<file path="src/rtl/prog_buf_pkg.sv">
// package for the programmable message buffer block
// holds register indices, field positions, reset values and bus carriers
package prog_buf_pkg;
  // ------------------------------------------------------------
  // geometry
  // ------------------------------------------------------------
  localparam int NUM_BUFS = 6;
  localparam int BUF_BYTES = 14;
  localparam int BUF_AW = 4;
  // ------------------------------------------------------------
  // word addresses (avalon word index, byte address = 4 * index)
  // ------------------------------------------------------------
  localparam logic [7:0] IDX_MAIN_CTRL = 8'h00;
  localparam logic [7:0] IDX_DIR_SEL = 8'h01;
  localparam logic [7:0] IDX_MASK_SEL = 8'h02;
  localparam logic [7:0] IDX_IRQ_EN = 8'h03;
  localparam logic [7:0] IDX_STATUS = 8'h04;
  localparam logic [7:0] IDX_BUF_BASE = 8'h10;
  localparam logic [7:0] BUF_STRIDE = 8'h10;
  // byte positions inside one buffer window
  localparam logic [3:0] OFS_CONTROL = 4'h0;
  localparam logic [3:0] OFS_STD_ID_LOW = 4'h2;
  localparam logic [3:0] OFS_LENGTH = 4'h5;
  // ------------------------------------------------------------
  // field positions
  // ------------------------------------------------------------
  localparam int MODE_LSB = 5;
  localparam int FIFO_PTR_LSB = 0;
  localparam int CTL_TX_REQUEST = 3;
  localparam int CTL_AUTO_REPLY = 2;
  localparam int CTL_FULL = 7;
  localparam int IE_TXB2 = 4;
  localparam int IE_TXB1 = 3;
  localparam int IE_TXB0 = 2;
  localparam int IE_RXB0 = 0;
  // ------------------------------------------------------------
  // reset values
  // ------------------------------------------------------------
  localparam logic [7:0] MASK_SEL_RST = 8'h05;
  localparam logic [7:0] IRQ_EN_RST = 8'h00;
  localparam logic [5:0] DIR_SEL_RST = 6'h00;
  // mask choice codes
  localparam logic [1:0] MSEL_MASK0 = 2'h0;
  localparam logic [1:0] MSEL_MASK1 = 2'h1;
  localparam logic [1:0] MSEL_FILT15 = 2'h2;
  localparam logic [1:0] MSEL_NONE = 2'h3;
  // ------------------------------------------------------------
  // types
  // ------------------------------------------------------------
  typedef enum logic [1:0] {
    MODE_LEGACY = 2'b00,
    MODE_ENHANCED = 2'b01,
    MODE_FIFO = 2'b10
  } can_mode_e;
  typedef enum logic [1:0] {
    BUS_IDLE = 2'b00,
    BUS_ANSWER = 2'b01
  } bus_state_e;
  typedef struct packed {
    logic read;
    logic write;
    logic [7:0] address;
    logic [31:0] writedata;
  } av_req_s;
  // event from the protocol engine
  typedef struct packed {
    logic valid;
    logic [2:0] buf_idx;
  } engine_evt_s;
endpackage

</file>
<file path="src/rtl/mask_route.sv">
// per-filter mask selection for filters 4 to 7
// assumes mask codes come straight from the mask select register
`timescale 1ns/1ps
module mask_route
  import prog_buf_pkg::*;
(
  // selection input
  input wire logic [7:0] mask_select_in,
  input wire logic enhanced_in,
  // per-filter routing, one 2-bit code per filter, 11 = unmasked
  output logic [7:0] filter_route_out
);
  // ------------------------------------------------------------
  // routing
  // ------------------------------------------------------------
  // legacy mode has no selection: all filters fall back to mask 0
  always_comb begin
    for (int i = 0; i < 4; i++) begin
      if (enhanced_in) begin
        filter_route_out[2*i +: 2] = mask_select_in[2*i +: 2];
      end else begin
        filter_route_out[2*i +: 2] = MSEL_MASK0;
      end
    end
  end
endmodule

</file>
<file path="src/rtl/prog_buffers.sv">
// six programmable message buffers with auto remote reply
// assumes a protocol engine on the same clock that reports events as pulses
`timescale 1ns/1ps
module prog_buffers
  import prog_buf_pkg::*;
#(
  parameter int NBUF = NUM_BUFS
)(
  // clock and reset
  input wire logic sys_clk_in,
  input wire logic reset_in,
  // avalon-mm slave
  input wire logic [7:0] avs_address_in,
  input wire logic avs_read_in,
  input wire logic avs_write_in,
  input wire logic [31:0] avs_writedata_in,
  output logic [31:0] avs_readdata_out,
  output logic avs_waitrequest_out,
  // protocol engine events
  input wire logic rtr_hit_in,
  input wire logic [2:0] rtr_buf_in,
  input wire logic tx_done_in,
  input wire logic [2:0] tx_buf_in,
  input wire logic rx_load_in,
  input wire logic [2:0] rx_buf_in,
  input wire logic [7:0] rx_byte_in,
  input wire logic [3:0] rx_byte_idx_in,
  // to the protocol engine and interrupt logic
  output logic [5:0] tx_pending_out,
  output logic [5:0] tx_done_flags_out,
  output logic [5:0] rx_full_out,
  output logic [7:0] filter_route_out,
  output logic tx_irq_out
);
  // ------------------------------------------------------------
  // storage and control registers
  // ------------------------------------------------------------
  logic [7:0] mem_q [NBUF][BUF_BYTES];
  logic [7:0] main_ctrl_q;
  logic [5:0] dir_sel_q;
  logic [7:0] mask_sel_q;
  logic [7:0] irq_en_q;
  logic [5:0] done_q;
  logic [31:0] rdata_q;
  logic answer_now;
  logic lock_seen_q;
  logic [7:0] lock_old_q;
  logic [2:0] lock_buf_q;
  logic [3:0] lock_ofs_q;
  bus_state_e state_q;
  can_mode_e mode;
  logic enhanced;
  av_req_s req;
  logic [2:0] wbuf;
  logic [3:0] wofs;
  logic buf_hit;
  logic buf_locked;
  logic take_write;
  logic take_read;
  logic [2:0] fifo_slot;

  assign req = '{avs_read_in, avs_write_in, avs_address_in, avs_writedata_in};
  assign mode = can_mode_e'(main_ctrl_q[MODE_LSB +: 2]);
  assign enhanced = (mode == MODE_ENHANCED) || (mode == MODE_FIFO);
  assign fifo_slot = main_ctrl_q[FIFO_PTR_LSB +: 3];

  // decode buffer index, valid only inside a 14-byte window
  function automatic logic in_buf(input logic [7:0] a);
    in_buf = (a >= IDX_BUF_BASE) && (a[3:0] < 4'(BUF_BYTES))
      && (((a - IDX_BUF_BASE) >> 4) < 8'(NBUF));
  endfunction

  // mode 2 sends every bus access to a receive buffer through the fifo pointer
  assign wbuf = (mode == MODE_FIFO && !dir_sel_q[3'((req.address - IDX_BUF_BASE) >> 4)])
    ? fifo_slot : 3'((req.address - IDX_BUF_BASE) >> 4);
  assign wofs = req.address[3:0];
  assign buf_hit = enhanced && in_buf(req.address);
  assign buf_locked = mem_q[wbuf][OFS_CONTROL][CTL_TX_REQUEST] && dir_sel_q[wbuf];
  // writes land on the edge where waitrequest is low; reads fetch one edge earlier
  assign take_write = (state_q == BUS_ANSWER) && req.write;
  assign take_read = (state_q == BUS_IDLE) && req.read;

  // ------------------------------------------------------------
  // bus handshake: one wait cycle then the answer
  // ------------------------------------------------------------
  always_ff @(posedge sys_clk_in) begin
    if (reset_in) begin
      state_q <= BUS_IDLE;
    end else begin
      case (state_q)
        BUS_IDLE: begin
          if (req.read || req.write) begin
            state_q <= BUS_ANSWER;
          end
        end
        BUS_ANSWER: begin
          state_q <= BUS_IDLE;
        end
        default: begin
          state_q <= BUS_IDLE;
        end
      endcase
    end
  end
  assign answer_now = (state_q == BUS_ANSWER);
  assign avs_waitrequest_out = (req.read || req.write) && !answer_now;

  // ------------------------------------------------------------
  // control registers
  // ------------------------------------------------------------
  always_ff @(posedge sys_clk_in) begin
    if (reset_in) begin
      main_ctrl_q <= 8'h00;
      dir_sel_q <= DIR_SEL_RST;
      mask_sel_q <= MASK_SEL_RST;
      irq_en_q <= IRQ_EN_RST;
    end else if (take_write) begin
      case (req.address)
        IDX_MAIN_CTRL: main_ctrl_q <= req.writedata[7:0];
        IDX_DIR_SEL: dir_sel_q <= req.writedata[5:0];
        IDX_MASK_SEL: begin
          if (enhanced) begin
            mask_sel_q <= req.writedata[7:0];
          end
        end
        IDX_IRQ_EN: irq_en_q <= req.writedata[7:0];
        default: ;
      endcase
    end
  end

  // ------------------------------------------------------------
  // buffer storage: firmware writes and engine updates
  // ------------------------------------------------------------
  // hardware sets win over a firmware write in the same cycle
  always_ff @(posedge sys_clk_in) begin
    if (reset_in) begin
      for (int b = 0; b < NBUF; b++) begin
        for (int k = 0; k < BUF_BYTES; k++) begin
          mem_q[b][k] <= 8'h00;
        end
      end
    end else begin
      if (take_write && buf_hit && !buf_locked) begin
        mem_q[wbuf][wofs] <= req.writedata[7:0];
      end
      if (rx_load_in && enhanced && rx_buf_in < 3'(NBUF) && !dir_sel_q[rx_buf_in]
          && !mem_q[rx_buf_in][OFS_CONTROL][CTL_FULL]) begin
        mem_q[rx_buf_in][rx_byte_idx_in] <= rx_byte_in;
        if (rx_byte_idx_in == OFS_CONTROL) begin
          mem_q[rx_buf_in][OFS_CONTROL] <= rx_byte_in | 8'h80;
        end
      end
      if (rtr_hit_in && enhanced && rtr_buf_in < 3'(NBUF) && dir_sel_q[rtr_buf_in]
          && mem_q[rtr_buf_in][OFS_CONTROL][CTL_AUTO_REPLY]) begin
        mem_q[rtr_buf_in][OFS_CONTROL][CTL_TX_REQUEST] <= 1'b1;
      end
      if (tx_done_in && tx_buf_in < 3'(NBUF)) begin
        mem_q[tx_buf_in][OFS_CONTROL][CTL_TX_REQUEST] <= 1'b0;
      end
    end
  end

  // transmit done flags: hardware set beats firmware clear
  always_ff @(posedge sys_clk_in) begin
    if (reset_in) begin
      done_q <= 6'h00;
    end else begin
      for (int b = 0; b < NBUF; b++) begin
        if (tx_done_in && tx_buf_in == 3'(b)) begin
          done_q[b] <= 1'b1;
        end else if (take_write && req.address == IDX_STATUS && req.writedata[b]) begin
          done_q[b] <= 1'b0;
        end
      end
    end
  end

  // ------------------------------------------------------------
  // read path
  // ------------------------------------------------------------
  function automatic logic [7:0] irq_en_view(input logic [7:0] v, input can_mode_e m);
    irq_en_view = v;
    if (m != MODE_LEGACY) begin
      irq_en_view[IE_TXB1] = 1'b0;
      irq_en_view[IE_TXB0] = 1'b0;
    end
    if (m == MODE_ENHANCED) begin
      irq_en_view[IE_RXB0] = 1'b0;
    end
  endfunction

  always_ff @(posedge sys_clk_in) begin
    if (reset_in) begin
      rdata_q <= 32'h0000_0000;
    end else if (take_read) begin
      rdata_q <= 32'h0000_0000;
      case (req.address)
        IDX_MAIN_CTRL: rdata_q[7:0] <= main_ctrl_q;
        IDX_DIR_SEL: rdata_q[5:0] <= dir_sel_q;
        IDX_MASK_SEL: rdata_q[7:0] <= enhanced ? mask_sel_q : 8'h00;
        IDX_IRQ_EN: rdata_q[7:0] <= irq_en_view(irq_en_q, mode);
        IDX_STATUS: rdata_q[5:0] <= done_q;
        default: begin
          if (buf_hit) begin
            rdata_q[7:0] <= mem_q[wbuf][wofs];
          end
        end
      endcase
    end
  end
  assign avs_readdata_out = rdata_q;

  // ------------------------------------------------------------
  // outputs to the engine
  // ------------------------------------------------------------
  always_comb begin
    for (int b = 0; b < 6; b++) begin
      if (b < NBUF) begin
        tx_pending_out[b] = dir_sel_q[b] && mem_q[b][OFS_CONTROL][CTL_TX_REQUEST];
        rx_full_out[b] = !dir_sel_q[b] && mem_q[b][OFS_CONTROL][CTL_FULL];
      end else begin
        tx_pending_out[b] = 1'b0;
        rx_full_out[b] = 1'b0;
      end
    end
  end
  assign tx_done_flags_out = done_q;

  // legacy: bit 4 gates buffer 2, bit 0 gates receive buffer 0 via full
  always_comb begin
    if (mode == MODE_LEGACY) begin
      tx_irq_out = (irq_en_q[IE_TXB2] && done_q[2])
        || (irq_en_q[IE_RXB0] && rx_full_out[0]);
    end else begin
      tx_irq_out = irq_en_q[IE_TXB2] && (|done_q);
    end
  end

  mask_route u_mask_route (
    .mask_select_in(mask_sel_q),
    .enhanced_in(enhanced),
    .filter_route_out(filter_route_out)
  );

  // ------------------------------------------------------------
  // checks
  // ------------------------------------------------------------
  // snapshot of a refused write, so the next cycle can show that nothing moved;
  // a done pulse may legally clear the request bit, so that cycle is skipped
  always_ff @(posedge sys_clk_in) begin
    if (reset_in) begin
      lock_seen_q <= 1'b0;
      lock_old_q <= 8'h00;
      lock_buf_q <= 3'h0;
      lock_ofs_q <= 4'h0;
    end else begin
      lock_seen_q <= take_write && buf_hit && buf_locked && !rx_load_in && !tx_done_in;
      lock_old_q <= mem_q[wbuf][wofs];
      lock_buf_q <= wbuf;
      lock_ofs_q <= wofs;
    end
  end
endmodule

</file>
<file path="config.mk">
export PLATFORM = sky130hd
export DESIGN_NAME = prog_buffers
export DESIGN_NICKNAME = d
export VERILOG_FILES = /design/src/rtl/prog_buf_pkg.sv /design/src/rtl/mask_route.sv /design/src/rtl/prog_buffers.sv
export SDC_FILE = /design/constraint.sdc
export NUM_CORES = 2
export LEC_CHECK = 0
export ABC_AREA = 1
export BUFFER_PORTS_ARGS = -buffer_cell sky130_fd_sc_hd__buf_2
export CORE_ASPECT_RATIO = 1.25
export CORE_MARGIN = 2
export CORE_UTILIZATION = 30
export CTS_BUF_LIST = sky130_fd_sc_hd__clkbuf_4
export CTS_CLUSTER_SIZE = 40
export DETAILED_ROUTE_END_ITERATION = 7
export PLACE_DENSITY_LB_ADDON = 0.08
export REMOVE_ABC_BUFFERS = 1
export SLEW_MARGIN = 20
export SYNTH_ARGS = -nofsm -noshare
export SYNTH_HDL_FRONTEND = slang
export SYNTH_SLANG_ARGS = --single-unit
export TNS_END_PERCENT = 5
</file>
<file path="constraint.sdc">
create_clock -name sys_clk_in -period 4.5 [get_ports sys_clk_in]
set_input_delay 1.35 -clock sys_clk_in [delete_from_list [all_inputs] [get_ports sys_clk_in]]
set_output_delay 1.35 -clock sys_clk_in [all_outputs]
set_load 0.1 [all_outputs]
</file>
[Word-level counts from Yosys, hierarchy flattened]
Memories as Yosys holds them, arrays and structs flattened.
Cells that the tools add are included.
Word-level totals
  register bits: 45
  RAM bits: 672
  output and inout bits: 60
  memories kept: 1
Memory list
  mem_q: depth 6, bits a word 112, read ports 9, clocked after memory_dff 0, write ports 6, line prog_buffers.sv:38  | logic [7:0] mem_q [NBUF][BUF_BYTES];
Operators by class
  add/subtract/negate cells: 1
  magnitude comparators: 14
  eq/ne operators: 11
  muxes and demuxes: 77
  bitwise operators: 11
  reduce and logical (&&, ||, !) cells: 86
Operator list (count)
  $mux 112: 8
  $reduce_or 112->1: 4
  $demux 8 s4: 2
  $logic_and 1x1->1: 49
  $mux 8: 6
  $mux 1: 42
  $bmux 8 s4: 1
  $pmux 6 s5: 1
  $eq 8x2->1 const B: 2
  $lt 3x4->1 const B: 4
  $mux 3: 5
  $mux 2: 7
  $reduce_bool 2->1: 7
  $bmux 1 s3: 4
  $logic_not 1->1: 11
  $ge 5x5->1 const B: 2
  $lt 5x1->1 const B: 2
  $not 4->5: 2
  $lt 3x3->1 const B: 3
  $eq 8x1->1 const B: 1
  $eq 8x3->1 const B: 1
  $ge 8x5->1 const B: 1
  $logic_not 8->1: 1
  $or 1x1->1: 8
  other kinds (18): 26

[Depth between registers and ports, before layout]
  word-level depth: 16
  gate-level depth with buffers: 26
  mapped depth without buffers: 22

[Hierarchy]
Synthesis repeated with hierarchy kept, for this count alone.
Unflattened totals
  cell total of the unflattened synthesis: 6094
  area total of the unflattened synthesis: 50648.6 um2
Modules (own cells, without submodules)
  prog_buffers: instances 1, cells an instance 6077, area each 50583.5 um2, seq. area each 27726.6 um2
  mask_route: instances 1, cells an instance 17, area each 65.1 um2, seq. area each 0.0 um2

[Least setup slack after synthesis]
Ideal clock, no wire load.
  path kind: register to output
  from: register done_q[3], in the netlist tx_done_flags_out[3]
  to: output port tx_irq_out
  arrival: 3.411 ns
  required time: 3.150 ns
  path slack: -0.261 ns
  cell stages (with the launch flop): 5
  cell sequence: dfxtp_1 nor3_1 nand3_1 a21oi_1 o21ai_0
Between the ends
  cells in the longest elaborated chain, start to end: 3
Ends and longest elaborated chain
  start: declaration: line prog_buffers.sv:43  | logic [5:0] done_q;
  start signal: assignment: line prog_buffers.sv:167  | done_q <= 6'h00;
  start signal: indexed assignment: line prog_buffers.sv:171  | done_q[b] <= 1'b1;
  start signal: indexed assignment: line prog_buffers.sv:173  | done_q[b] <= 1'b0;
  $reduce_or 6->1: line prog_buffers.sv:236  | tx_irq_out = irq_en_q[IE_TXB2] && (|done_q);
  $logic_and 1x1->1: line prog_buffers.sv:236
  $mux 1: line prog_buffers.sv:232  | if (mode == MODE_LEGACY) begin
  end: declaration: line prog_buffers.sv:33  | output logic tx_irq_out
No other way between the ends.

[Final worst setup path]
  from: register main_ctrl_q[6]
  to: output port filter_route_out[2]
Between the ends
  cells in the longest elaborated chain, start to end: 3
  elaborated cells on any way between the ends: 4
  classes of those cells: eq/ne: 2; mux: 1; reduce/logical: 1
Ends and longest elaborated chain
  start: declaration: line prog_buffers.sv:39  | logic [7:0] main_ctrl_q;
  start signal: assignment: line prog_buffers.sv:119  | IDX_MAIN_CTRL: main_ctrl_q <= req.writedata[7:0];
  $eq 2x1->1 / $eq 2x2->1 (equally long branches): line prog_buffers.sv:64  | assign enhanced = (mode == MODE_ENHANCED) || (mode == MODE_FIFO);
  $logic_or 1x1->1 *: line prog_buffers.sv:64
  $mux 2 *: line mask_route.sv:19  | if (enhanced_in) begin
  end: declaration: line prog_buffers.sv:32  | output logic [7:0] filter_route_out,
Mark *: on every way between the ends. The rest lies on a longest branch, timed or not.

==> impl_metrics.py <==
metrics = {
    "run_status": {
        "status": "finished, final reports clean",
    },
    "sta": {
        "fin_worst_skew_ns": 0.112,
        "drv_slew": 0,
        "tns_ns": 0,
        "worst_slew_pin_slew_ns": 0.902,
        "relSlewSlack": 0.399,
        "setup_slack_ns": 0.171,
        "setup-violations-final": 0,
        "period_share": 0.962,
        "min_period_ns": 4.33,
        "fmax_mhz": 231,
        "final-hold-violation-count": 0,
    },
    "drt": {
        "routedWlPerCell_um": 23.4,
        "drc": 0,
        "num_vias": 44158,
        "drtIter0Drc": 3697,
        "dr.pass1.iters": 6,
        "ant_nets": 0,
        "wl_um": 206000,
        "viasPerCell": 5.02,
    },
    "worst_setup_path": {
        "r2r_slack_ns": 0.84,
        "r2r-end": "mem_q[6][86]$_DFFE_PP_",
        "worstPathMaxFanout": 8,
        "crit_arrival_ns": 2.98,
        "reg2reg_depth": 17,
        "path_class": "reg2out",
        "cp.required_ns": 3.15,
        "path_depth": 6,
        "slowest_delay_ns": 0.47,
        "critical-path-slowest-cell": "ha_2",
        "cp_top_family": "buffers and inverters",
        "worstPathCellList": "inv_1 -> ha_2 -> buf_4 -> nand2_1 -> inv_1 -> buf_4",
        "path_buf_inv": 4,
        "reg2reg_from": "main_ctrl_q[5]$_SDFFE_PP0P_",
        "crit_path_start_kind": "flop",
        "end_kind": "output port",
    },
    "grt": {
        "grt_antenna_before_repair": 9,
        "grt.busiest_layer": "met2",
        "grt_pass1_vias": 43496,
        "use_met1": 0.307,
        "grt_use_met3": 0.0364,
        "grt_use_met2": 0.398,
        "grt-ovfl-total": 0,
        "grtUsageTotal": 0.237,
        "grt_pass1_wl_um": 299000,
        "grt_max_degree": 128,
    },
    "clocking": {
        "ctsRootBufferMaster": "clkbuf_4",
        "clock_path_buffers": 4,
        "numCtsBuffers": 282,
        "cts_tree": "yes",
        "clk_transition_reported_paths_ns": 0.06,
        "insertion_delay_ns": 1.33,
        "post_cts_buffers": 0,
        "clock_sinks": 941,
        "cts.htree.levels": 5,
    },
    "yosys": {
        "ys_ff_latch": 941,
        "avgSynthCellArea_um2": 8.24,
        "ys_types": 39,
        "synth_top_area_frac": 0.524,
        "yosysTopAreaCell": "edfxtp_1",
        "synth_area_leaders": "edfxtp_1 52%, nand2_1 12%, o21ai_0 7.7%",
        "netlist_instances": 6180,
        "synth_area_mm2": 0.0509,
        "synth-seq-area-share": 0.545,
        "yosysWarnings": 0,
    },
    "power": {
        "internal_power_uw": 14700,
        "sequentialPowerShare": 0.473,
        "p_per_area_mw_per_mm2": 346,
        "p_leak_uw": 0.0244,
        "ir_drop_mv": 0.194,
        "switching_power_uw": 6080,
        "sw_frac_of_total": 0.293,
        "pwr-share-clk": 0.393,
        "comb_power_share": 0.133,
    },
    "hold_path": {
        "hold-path-endpoint": "state_q[0]$_SDFFE_PP0N_",
        "whs_path_depth": 3,
        "hold_start": "avs_read_in",
        "worstHoldPathType": "in2reg",
    },
    "floorplanning": {
        "start_util": 0.301,
        "fp.dieH_um": 465,
        "die_w_um": 372,
        "coreArea_mm2": 0.169,
        "io_pins": 128,
        "fp.dieArea_mm2": 0.173,
        "row_count": 169,
    },
    "final_layout": {
        "final_cell_mix": "1600 x nand2_1, 888 x edfxtp_1, 780 x o21ai_0, 600 x nand3_1, 479 x inv_1",
        "drive_gt1_frac": 0.177,
        "area_delta_synth_final_pct": 17.8,
        "final_common_cell": "nand2_1",
        "fin_nets": 6457,
    },
    "placed_design": {
        "io_buffers": 79,
        "finalWeightedCongestion": 0.861,
        "dp_hpwl_um": 133000,
        "place_ws_ns": -0.320,
    },
    "flow_run": {
        "cap_violations": 0,
    },
}
==> state kept, by name, summed over array words and instances, names as in the netlist <==
register	count
mem_q	896
tx_done_flags_out	6
state_q	1
mask_sel_q	8
dir_sel_q	6
main_ctrl_q	8
irq_en_q	8
avs_readdata_out	8
==> worst register-to-register path: cells and delay by family (launching register included) <==
family,cells,cell delay (ns)
adder cells (fa/ha/maj),1,0.27
buffers and inverters,5,0.67
AO/OA/AOI/OAI,1,0.18
flip-flops,1,0.33
AND/OR/NAND/NOR,10,1.75
==> metal layers <==
metal  up-vias  share of wire
met5         -        0.00027
met4         8          0.035
met3       396          0.054
met2      1437           0.48
met1     21136           0.43
li1      21181              -
==> cell families after synthesis <==
family / share of synthesized area
flops: 0.545
fa+ha+maj: 0.000983
buf+inv: 0.0945
simple gates: 0.229
compound gates: 0.131
xor+xnor: 0.000172
other cells: 0.0000737
==> synthesized netlist by cell type (all sizes together) <==
cell type  number
a2111oi         5
a211oi          3
a21oi          55
a31o            6
a31oi           1
a32o            2
buf           134
clkbuf        579
clkinv          3
conb            1
dfxtp          53
edfxtp        888
ha              4
inv           495
nand2        1634
nand3         606
nand4           7
nor2          515
nor3           26
nor4            3
o2111ai         4
o211ai         55
o21ai         879
o22ai         220
o311ai          1
xor2            1
==> power by group through the flow <==
| stage | sequential, uW | clock (uW) | combinational (uW) |
|---|---|---|---|
| floorplan | 10000 | 0 | 1360 |
| global placement | 10000 | 0 | 2780 |
| detailed placement | 10000 | 0 | 2770 |
| CTS | 9820 | 8410 | 2780 |
| global route | 9830 | 8830 | 2960 |
| finish | 9820 | 8160 | 2760 |
==> final cells by class <==
type,count,area (um^2)
Fill cell,17759,109000
Sequential cell,941,27700
Multi-Input combinational cell,4051,18600
Timing Repair Buffer,611,5700
Clock buffer,409,3070
Tap cell,2223,2780
Inverter,498,1890
Clock inverter,53,234
Antenna cell,4,10.0
==> worst max-delay path by stage <==
stage                                            from                               end  slack [ns]
after global routing      main_ctrl_q[6]$_SDFFE_PP0P_               filter_route_out[2]      -0.004
after detailed placement            avs_address_in[4]            mem_q[6][85]$_DFFE_PP_       -0.32
after CTS                 main_ctrl_q[6]$_SDFFE_PP0P_               filter_route_out[2]        0.02
after floorplan                     avs_address_in[4]           mem_q[1][100]$_DFFE_PP_      -11.73
final                     main_ctrl_q[6]$_SDFFE_PP0P_               filter_route_out[2]        0.17
after global placement              avs_address_in[4]  avs_readdata_out[3]$_SDFFE_PP0P_       -0.32
==> what timing repair did <==
item	CTS	global route
resized for setup	3	0
hold buffers	0	0
endpoints found under the hold margin	0	0
endpoints found under the setup margin	3	0
==> metrics by stage <==
step | hold slack, ns | cells | area [um^2] | utilization | power (uW)
global placement | 0.441 | 8324 | 56600 | 0.335 | 12800
CTS | 0.190 | 8786 | 60000 | 0.354 | 21000
floorplan | 0.427 | 5490 | 48000 | - | 11400
detailed placement | 0.449 | 8324 | 56600 | 0.335 | 12800
finish | 0.323 | 8790 | 60000 | 0.355 | 20700
global route | 0.297 | 8790 | 60000 | 0.355 | 21600
(Power assumes the default switching activity.)
